$ cat config.mk
export PLATFORM = sky130hd
export DESIGN_NAME = sctl_el1_control
export DESIGN_NICKNAME = d
export VERILOG_FILES = /design/src/sctl_pkg.sv /design/src/sctl_el1_control.sv
export VERILOG_INCLUDE_DIRS = /design/src
export SDC_FILE = /design/constraint.sdc
export NUM_CORES = 1
export LEC_CHECK = 0
export BUFFER_PORTS_ARGS = -buffer_cell sky130_fd_sc_hd__buf_2
export CAP_MARGIN = 20
export CORE_MARGIN = 5
export CORE_UTILIZATION = 41
export DETAILED_ROUTE_END_ITERATION = 10
export PLACE_DENSITY = 0.95
export SLEW_MARGIN = 25
export SYNTH_ARGS = -nofsm -noshare
export SYNTH_HDL_FRONTEND = slang
export SYNTH_SLANG_ARGS = --single-unit
$ cat constraint.sdc
create_clock -name clk_sys -period 2 [get_ports clk_sys]
set_clock_uncertainty 0.05 [all_clocks]
set_input_delay 0.2 -clock clk_sys [delete_from_list [all_inputs] [get_ports clk_sys]]
set_output_delay 0.2 -clock clk_sys [all_outputs]
set_load 0.02 [all_outputs]
$ cat src/sctl_map.svh
`ifndef SCTL_MAP_SVH
`define SCTL_MAP_SVH
`define SCTL_BIT_CTXNUM 20
`define SCTL_BIT_WRNX 19
`define SCTL_BIT_WAITEV 18
`define SCTL_BIT_RSVD 17
`define SCTL_BIT_WAITIRQ 16
`define SCTL_BIT_CTYPE 15
`define SCTL_BIT_ZBLK 14
`define SCTL_BIT_KEYB 13
`define SCTL_BIT_ICACHE 12
`define SCTL_BIT_EXSYNC 11
`define SCTL_BIT_PREDRES 10
`define SCTL_BIT_UMASK 9
`define SCTL_BIT_ENDSW 8
`define SCTL_BIT_CONDBLK 7
`define SCTL_BIT_UNALIGN 6
`define SCTL_BIT_MMU 0
`define SCTL_RST_FIELDS 15'h0000
`define SCTL_EC_WAIT 6'h01
`define SCTL_EC_SYSREG 6'h18
`define SCTL_EC_UNDEF 6'h00
`endif

$ cat src/sctl_pkg.sv
package sctl_pkg;
  typedef struct packed {
    logic hostMode;
    logic trapGeneral;
    logic defaultCacheable;
    logic el2Enabled;
  } sctl_hyp_t;
  typedef struct packed {
    logic valid;
    logic toEl2;
    logic [5:0] excClass;
  } sctl_trap_t;
  typedef struct packed {
    logic ctxNum;
    logic waitEvent;
    logic waitIrq;
    logic cacheType;
    logic zeroBlock;
    logic maskMove;
    logic predRestrict;
    logic endianSwitch;
    logic condBlock;
    logic timed;
    logic state32;
    logic condPass;
    logic waitBlocks;
  } sctl_instr_t;
endpackage : sctl_pkg

$ cat src/sctl_el1_control.sv
// Notes on behaviour
// - Bit 20 traps EL0 context-number access in 64-bit state; reads one if absent.
// - Bit 19 forces writable regions execute-never while translation enabled.
// - Never-execute bit may be cached; change seen after invalidation.
// - Bit 18 clear traps EL0 wait-for-event, class 0x01, to EL1 or EL2.
// - Timed wait-for-event is trapped the same way when supported.
// - 32-bit conditional waits trap only when condition passes.
// - Wait trap required whenever the wait would block without wakeup.
// - Bit 16 clear traps EL0 wait-for-interrupt, class 0x01.
// - Timed wait-for-interrupt is trapped the same way when supported.
// - Bit 15 clear traps EL0 cache type reads, 64-bit state, class 0x18.
// - Bit 14 clear traps EL0 zero-block instructions, class 0x18.
// - Bit 13 enables key-B data pointer signing and authentication.
// - Bit 12 instruction cacheability; forced cacheable by default-cacheable; resets zero.
// - Bit 11 selects exit synchronisation; reads one if feature absent.
// - Bit 10 enables EL0 prediction-restriction instructions.
// - Bit 9 clear traps EL0 mask-bit moves, 64-bit state, class 0x18.
// - Bit 8 blocks EL0 endian switch; reads one without mixed endian.
// - Bit 7 disables conditional blocks; reads zero and ignores writes if absent.
// - Bit 6 allows unaligned access under relaxed alignment feature.
// - Host mode with general trap makes these fields ineffective; keybAuthEn, exitSync and unalignedAllow still follow bits 13, 11 and 6 here.
// - All fields except instruction cacheability reset unknown; here zero.
// - Bit 0 is translation enable; never-execute forcing depends on it.
// - EL0 reads or writes of this register are undefined.
`include "sctl_map.svh"
`timescale 1ns/100ps
`default_nettype none
module sctl_el1_control
  import sctl_pkg::*;
#(
  parameter bit HAS_CTXNUM = 1'h1,
  parameter bit HAS_HOSTVIRT = 1'h1,
  parameter bit HAS_TIMEDWAIT = 1'h1,
  parameter bit HAS_PTRAUTH = 1'h1,
  parameter bit HAS_EXITSYNC = 1'h1,
  parameter bit HAS_PREDRES = 1'h1,
  parameter bit HAS_MIXEND = 1'h1,
  parameter bit EL0_HAS32 = 1'h1,
  parameter bit HAS_CONDBLK = 1'h1,
  parameter bit HAS_RELAXALIGN = 1'h1
)(
  input wire logic clk_sys,
  input wire logic reset_n,
  input wire logic regWrite,
  input wire logic regRead,
  input wire logic [1:0] curEl,
  input wire logic [63:0] regWdata,
  input wire sctl_hyp_t hypCfg,
  input wire sctl_instr_t instr,
  output logic [63:0] regRdata,
  output logic regUndef,
  output var sctl_trap_t trapOut,
  output logic forceXn,
  output logic icacheable,
  output logic keybAuthEn,
  output logic exitSync,
  output logic unalignedAllow
);
  // Register group
  logic [20:6] fields_ff;
  logic [20:6] nxt_fields;
  logic mmuEn_ff;
  logic nxt_mmuEn;
  logic [63:0] regRdata_ff;
  logic [63:0] nxt_regRdata;
  logic regUndef_ff;
  logic nxt_regUndef;
  // Trap group
  sctl_trap_t trap_ff;
  sctl_trap_t nxt_trap;
  // Level group
  logic forceXn_ff;
  logic nxt_forceXn;
  logic icache_ff;
  logic nxt_icache;
  logic keyb_ff;
  logic nxt_keyb;
  logic exitSync_ff;
  logic nxt_exitSync;
  logic unalign_ff;
  logic nxt_unalign;
  // Decode
  logic [20:6] eff;
  logic hostOverride;
  logic el0Access;
  logic trapHit;
  logic waitEvHit;
  logic waitIrqHit;
  logic sysregHit;
  logic undefHit;

  // Fixed bits of absent features
  function automatic logic [20:6] fixFields(input logic [20:6] v);
    logic [20:6] r;
    r = v;
    r[`SCTL_BIT_RSVD] = 1'h0;
    if (!HAS_CTXNUM)
    begin
      r[`SCTL_BIT_CTXNUM] = 1'h1;
    end
    if (!HAS_PTRAUTH)
    begin
      r[`SCTL_BIT_KEYB] = 1'h0;
    end
    if (!HAS_EXITSYNC)
    begin
      r[`SCTL_BIT_EXSYNC] = 1'h1;
    end
    if (!HAS_PREDRES)
    begin
      r[`SCTL_BIT_PREDRES] = 1'h0;
    end
    if (!HAS_MIXEND || !EL0_HAS32)
    begin
      r[`SCTL_BIT_ENDSW] = 1'h1;
    end
    if (!EL0_HAS32)
    begin
      r[`SCTL_BIT_CONDBLK] = 1'h1;
    end
    else if (!HAS_CONDBLK)
    begin
      r[`SCTL_BIT_CONDBLK] = 1'h0;
    end
    if (!HAS_RELAXALIGN)
    begin
      r[`SCTL_BIT_UNALIGN] = 1'h0;
    end
    return r;
  endfunction : fixFields

  // Wait trap decode shared by both wait kinds
  function automatic logic waitTrap(
    input logic isWait,
    input logic timed,
    input logic trapOff,
    input logic state32,
    input logic condPass,
    input logic blocks
  );
    logic kindOk;
    kindOk = isWait && (!timed || HAS_TIMEDWAIT);
    return kindOk && !trapOff && (!state32 || condPass) && blocks;
  endfunction : waitTrap

  assign eff = fixFields(fields_ff);
  assign hostOverride = HAS_HOSTVIRT && hypCfg.hostMode && hypCfg.trapGeneral;
  assign el0Access = (regWrite || regRead) && curEl == 2'h0;

  assign waitEvHit = waitTrap(instr.waitEvent, instr.timed, eff[`SCTL_BIT_WAITEV],
    instr.state32, instr.condPass, instr.waitBlocks);
  assign waitIrqHit = waitTrap(instr.waitIrq, instr.timed, eff[`SCTL_BIT_WAITIRQ],
    instr.state32, instr.condPass, instr.waitBlocks);
  assign sysregHit = !instr.state32
    && ((instr.cacheType && !eff[`SCTL_BIT_CTYPE])
    || (instr.zeroBlock && !eff[`SCTL_BIT_ZBLK])
    || (instr.maskMove && !eff[`SCTL_BIT_UMASK])
    || (instr.ctxNum && eff[`SCTL_BIT_CTXNUM]));
  assign undefHit = (instr.predRestrict && !eff[`SCTL_BIT_PREDRES])
    || (instr.state32 && instr.endianSwitch && eff[`SCTL_BIT_ENDSW])
    || (instr.state32 && instr.condBlock && eff[`SCTL_BIT_CONDBLK]);

  // Register access
  always_comb
  begin
    nxt_fields = fields_ff;
    nxt_mmuEn = mmuEn_ff;
    nxt_regRdata = regRdata_ff;
    nxt_regUndef = 1'h0;
    if (el0Access)
    begin
      nxt_regUndef = 1'h1;
    end
    else
    begin
      if (regWrite)
      begin
        nxt_fields = fixFields(regWdata[20:6]);
        nxt_mmuEn = regWdata[`SCTL_BIT_MMU];
      end
      if (regRead)
      begin
        nxt_regRdata = 64'h0;
        nxt_regRdata[20:6] = eff;
        nxt_regRdata[`SCTL_BIT_MMU] = mmuEn_ff;
      end
    end
  end

  always_ff @(posedge clk_sys)
  begin
    if (!reset_n)
    begin
      fields_ff <= `SCTL_RST_FIELDS;
      mmuEn_ff <= 1'h0;
      regRdata_ff <= 64'h0;
      regUndef_ff <= 1'h0;
    end
    else
    begin
      fields_ff <= nxt_fields;
      mmuEn_ff <= nxt_mmuEn;
      regRdata_ff <= nxt_regRdata;
      regUndef_ff <= nxt_regUndef;
    end
  end

  // Trap decode, fixed priority
  always_comb
  begin
    trapHit = 1'h0;
    nxt_trap = '0;
    if (curEl == 2'h0 && !hostOverride)
    begin
      if (waitEvHit)
      begin
        trapHit = 1'h1;
        nxt_trap.excClass = `SCTL_EC_WAIT;
      end
      else if (waitIrqHit)
      begin
        trapHit = 1'h1;
        nxt_trap.excClass = `SCTL_EC_WAIT;
      end
      else if (sysregHit)
      begin
        trapHit = 1'h1;
        nxt_trap.excClass = `SCTL_EC_SYSREG;
      end
      else if (undefHit)
      begin
        trapHit = 1'h1;
        nxt_trap.excClass = `SCTL_EC_UNDEF;
      end
    end
    nxt_trap.valid = trapHit;
    nxt_trap.toEl2 = trapHit && hypCfg.el2Enabled && hypCfg.trapGeneral;
  end

  always_ff @(posedge clk_sys)
  begin
    if (!reset_n)
    begin
      trap_ff <= '0;
    end
    else
    begin
      trap_ff <= nxt_trap;
    end
  end

  // Field-derived levels
  always_comb
  begin
    // Stage-1 consumers may latch this; no invalidation tracked here
    nxt_forceXn = !hostOverride && mmuEn_ff && eff[`SCTL_BIT_WRNX];
    nxt_icache = !hostOverride
      && (hypCfg.defaultCacheable || eff[`SCTL_BIT_ICACHE]);
    nxt_keyb = eff[`SCTL_BIT_KEYB];
    nxt_exitSync = eff[`SCTL_BIT_EXSYNC];
    nxt_unalign = eff[`SCTL_BIT_UNALIGN];
  end

  always_ff @(posedge clk_sys)
  begin
    if (!reset_n)
    begin
      forceXn_ff <= 1'h0;
      icache_ff <= 1'h0;
      keyb_ff <= 1'h0;
      exitSync_ff <= 1'h0;
      unalign_ff <= 1'h0;
    end
    else
    begin
      forceXn_ff <= nxt_forceXn;
      icache_ff <= nxt_icache;
      keyb_ff <= nxt_keyb;
      exitSync_ff <= nxt_exitSync;
      unalign_ff <= nxt_unalign;
    end
  end

  // Outputs straight from flops
  assign regRdata = regRdata_ff;
  assign regUndef = regUndef_ff;
  assign trapOut = trap_ff;
  assign forceXn = forceXn_ff;
  assign icacheable = icache_ff;
  assign keybAuthEn = keyb_ff;
  assign exitSync = exitSync_ff;
  assign unalignedAllow = unalign_ff;
endmodule : sctl_el1_control
`default_nettype wire

# Word level (Yosys, flattened, before mapping)
# Index checks and enable logic that the tools add are counted.
# W data, S select, Z words.
[word_totals] register_bits=43 inputBits=87 elab_cells=70
[classes] mux=9 bitwise_logic=3 n_reduce_logical=45
[op_table] operator="$logic_and A1 B1 Y1" count=24
[op_table] operator="$logic_not A1 Y1" count=8
[op_table] operator="$logic_or A1 B1 Y1" count=8
[op_table] operator="$mux W1" count=8
[op_table] operator="$reduce_and A2 Y1" count=3
[op_table] operator="$mux W5" count=1
[op_table] operator="$reduce_or A4 Y1" count=1
[op_table] operator="$not A1 Y1" count=3
[op_table] operator="$logic_not A2 Y1" count=1

# Depth between registers and ports, before layout
[logic_depth] word_depth=12 mapped_depth=5

# Least setup slack after synthesis
# Ideal clock, no wire load.
[synth_path] kind="register to register" from="register fields_ff[14] (netlist bit)" to="register trap_ff, in the netlist trapOut[6]" arrival_ns=0.818 required_time_ns=1.832 slack_ns=1.014 stages_incl_launch_ff=5 period_less_slack_ns=0.986 path_cell_list="dfxtp_1 nand2b_1 o2111ai_1 o211ai_2 a21oi_2"
[synth_between] elab_chain_cells=12
[synth_rtl] item="start: declaration" line="sctl_el1_control.sv:60" rtl="logic [20:6] fields_ff;"
[synth_rtl] item="start signal: assignment" line="sctl_el1_control.sv:194" rtl="fields_ff <= `SCTL_RST_FIELDS;"
[synth_rtl] item="start signal: assignment" line="sctl_el1_control.sv:201" rtl="fields_ff <= nxt_fields;"
[synth_rtl] item="$logic_not A1 Y1" line="sctl_el1_control.sv:156" rtl="|| (instr.zeroBlock && !eff[`SCTL_BIT_ZBLK])"
[synth_rtl] item="$logic_and A1 B1 Y1" line="sctl_el1_control.sv:156"
[synth_rtl] item="$logic_or A1 B1 Y1 (3 in a row)" line="sctl_el1_control.sv:155" rtl="&& ((instr.cacheType && !eff[`SCTL_BIT_CTYPE])"
[synth_rtl] item="$logic_and A1 B1 Y1" line="sctl_el1_control.sv:154" rtl="assign sysregHit = !instr.state32"
[synth_rtl] item="$mux W1" line="sctl_el1_control.sv:225" rtl="else if (sysregHit)"
[synth_rtl] item="$mux W1" line="sctl_el1_control.sv:220" rtl="else if (waitIrqHit)"
[synth_rtl] item="$mux W1" line="sctl_el1_control.sv:215" rtl="if (waitEvHit)"
[synth_rtl] item="$mux W1" line="sctl_el1_control.sv:213" rtl="if (curEl == 2'h0 && !hostOverride)"
[synth_rtl] item="$logic_and A1 B1 Y1 (2 in a row)" line="sctl_el1_control.sv:237" rtl="nxt_trap.toEl2 = trapHit && hypCfg.el2Enabled && hypCfg.trapGeneral;"
[synth_rtl] item="end signal: assignment" line="sctl_el1_control.sv:248" rtl="trap_ff <= nxt_trap;"
[synth_rtl] item="end: declaration" line="sctl_el1_control.sv:69" rtl="sctl_trap_t trap_ff;"
# Every way passes these cells.
# A chain may end at the register's enable or synchronous reset.

# Final worst setup path
# Ends and elaborated chain as after synthesis.

==> impl_metrics.env <==
export IMPL_n_antenna_cell=0
export IMPL_max_vdd_ir_drop_uv=290.7
export IMPL_startpoint_type="flop"
export IMPL_synth_async_sr_flop_share_pct=0
export IMPL_min_path_type="input port to flop"
export IMPL_core_area_sq_um=4661
export IMPL_post_cts_buffers=0
export IMPL_antenna_found_initial=0
export IMPL_fmax_mhz=843.4
export IMPL_sw_frac_of_total_pct=27.31
export IMPL_hold_viol=0
export IMPL_clkSlewWorstSetupHoldPaths_ps=70
export IMPL_cts_sinks=40
export IMPL_placement_io_buffers=62
export IMPL_min_path_cells=2
export IMPL_grt_usage_pct=12.94
export IMPL_pwr_share_seq_pct=50.5
export IMPL_synth_edf_count=0
export IMPL_p_sw_mw=0.4559
export IMPL_min_period_ps=1186
export IMPL_pin_count=165
export IMPL_reg2regPathDepth=4
export IMPL_place_hpwl_mm=3.156
export IMPL_initial_core_util_pct=41.66
export IMPL_areaGrowthSynthToFinish_pct=12.69
export IMPL_combPwrFrac_pct=16.1
export IMPL_rrSetupSlack_ps=810
export IMPL_num_fill_cells=472
export IMPL_p_leak_nw=1.080
export IMPL_firstDrtPassIters=4
export IMPL_pwr_share_clk_pct=33.4
export IMPL_ys_ff_latch=40
export IMPL_cts_buffers=5
export IMPL_drt_iter0_markers=37
export IMPL_slew_viol_final=0
export IMPL_critPathCaptureType="flop"
export IMPL_netlist_area_sq_um=1942
export IMPL_cts_tree="done"
export IMPL_viasPerCell=4.230
export IMPL_status="completed"
export IMPL_grt_ovfl_total=0
export IMPL_total_power_mw=1.669
export IMPL_p_per_area_nw_per_um2=762.7
export IMPL_seq_area_frac_synth_pct=41.24
export IMPL_cp_required_ps=2130
export IMPL_die_y_um=78.82
export IMPL_synth_yosys_warnings=0
export IMPL_fin_util_pct=46.95
export IMPL_placed_area_sq_um=2092
export IMPL_synthFlopType="dfxtp_1"
export IMPL_finalSetupTns_ps=0
export IMPL_dieWidth_um=78.82
export IMPL_routedWlPerCell_um=11.69
export IMPL_setup_viol=0
export IMPL_synthCells=226
export IMPL_final_area_sq_um=2188
export IMPL_fin_crit_sh_pct=59.28
export IMPL_place_gp_congestion=0.6875
export IMPL_rows=25
export IMPL_grt_max_degree=35
export IMPL_num_vias=1451
export IMPL_routed_wl_mm=4.011
export IMPL_clkLatencyLatePin_ps=290
export IMPL_drc=0
export IMPL_grt_first_pass_wirelength_mm=6.120
export IMPL_synth_cell_type_count=27
export IMPL_rsz0062_at_grt="no"
export IMPL_arrival_ps=1310
export IMPL_postSynthAreaPerCell_sq_um=8.592
export IMPL_root_buffer="clkbuf_8"
export IMPL_ctsResizeCount=0
export IMPL_intPower_mw=1.213
export IMPL_critical_path_class="flop to flop"
export IMPL_path_max_fanout=3
export IMPL_cts_htree_levels=2
export IMPL_ant_nets=0
export IMPL_nets=376
export IMPL_grt_pass1_vias=1337
export IMPL_clk_path_buf_depth=2
export IMPL_dieArea_sq_um=6213
export IMPL_drive_gt1_share_pct=28.37
export IMPL_ctsHoldBuffers=0
export IMPL_drv_cap=0
export IMPL_largest_register_ffs=15
per-layer routing:
layer | global-route usage (%) | share of wire [%] | wire length, um
met3 | 5.102 | 10 | 401
met4 | 5.670 | 1.8 | 74
met5 | 0 | 0 | 0
met2 | 24.11 | 52 | 2073
met1 | 12.53 | 36 | 1462
Yosys cell counts (all sizes together), types with 2 or more instances:
cell type | instances | area share (%)
nand2 | 64 | 12
buf | 57 | 22
dfxtp | 40 | 41
a21boi | 32 | 13
nand2b | 7 | 2.3
and2 | 4 | 1.4
clkbuf | 3 | 0.58
o21ai | 3 | 1.2
inv | 2 | 0.39
nand3 | 2 | 0.77
nor2b | 2 | 1.4
nor3 | 2 | 0.52
final cells by class:
cell class	instances	area, sq um	share of cell area [%]
Multi-Input combinational cell	175	883.3	40.37
Tap cell	54	67.56	3.087
Timing Repair Buffer	65	332.8	15.21
Clock buffer	7	96.34	4.403
Sequential cell	40	800.8	36.59
Inverter	2	7.507	0.3431
cells in the final DEF, fill, tap and decap left out, types with 2 or more instances in the layout:
| master | netlist | layout |
|---|---|---|
| nand2_1 | 64 | 64 |
| buf_2 | 2 | 62 |
| conb_1 | 1 | 52 |
| dfxtp_1 | 40 | 40 |
| a21boi_1 | 21 | 21 |
| a21boi_0 | 10 | 10 |
| nand2b_1 | 7 | 7 |
| clkbuf_8 | 0 | 7 |
| and2_1 | 3 | 3 |
| buf_4 | 53 | 3 |
| nor2b_4 | 2 | 2 |
| o21ai_2 | 2 | 2 |
| inv_1 | 2 | 2 |
| nor3_1 | 2 | 2 |
final timing paths:
path                      start            to
hold reg to reg    regRdata[11]  regRdata[11]
hold / removal        hypCfg[1]    icacheable
setup reg to reg  fields_ff[14]    trapOut[6]
setup / recovery  fields_ff[14]    trapOut[6]
through the flow:
stage / std cells / worst slack [ps] / hold slack (ps)
floorplan: 277 / 1014 / 226.6
detailed placement: 336 / 716.0 / 364.4
global placement: 336 / 731.2 / 351.7
CTS: 343 / 792.1 / 60.33
global route: 343 / 739.7 / 68.94
finish: 343 / 814.3 / 70.55
power groups by stage:
stage / combinational (mW) / sequential (mW) / clock, mW
3_5_place_dp: 0.268 / 0.862 / 0
6_report: 0.268 / 0.844 / 0.557
2_1_floorplan: 0.253 / 0.877 / 0
4_1_cts: 0.269 / 0.844 / 0.583
5_1_grt: 0.294 / 0.848 / 0.624
3_3_place_gp: 0.265 / 0.861 / 0
logic make-up after synthesis:
family | count (synthesis) | synth area share, %
and+or+nand+nor | 83 | 19.39
buffers and inverters | 62 | 23.13
AOI/OAI and AO/OA | 40 | 16.04
DFF | 40 | 41.24
other | 1 | 0.1931
critical path: stages, from the launching register on:
cell,delay [ps]
dfxtp_1,350
nand2b_1,110
o2111ai_1,230
o211ai_2,270
a21oi_2,70
Power figures use the tool's default switching activity.
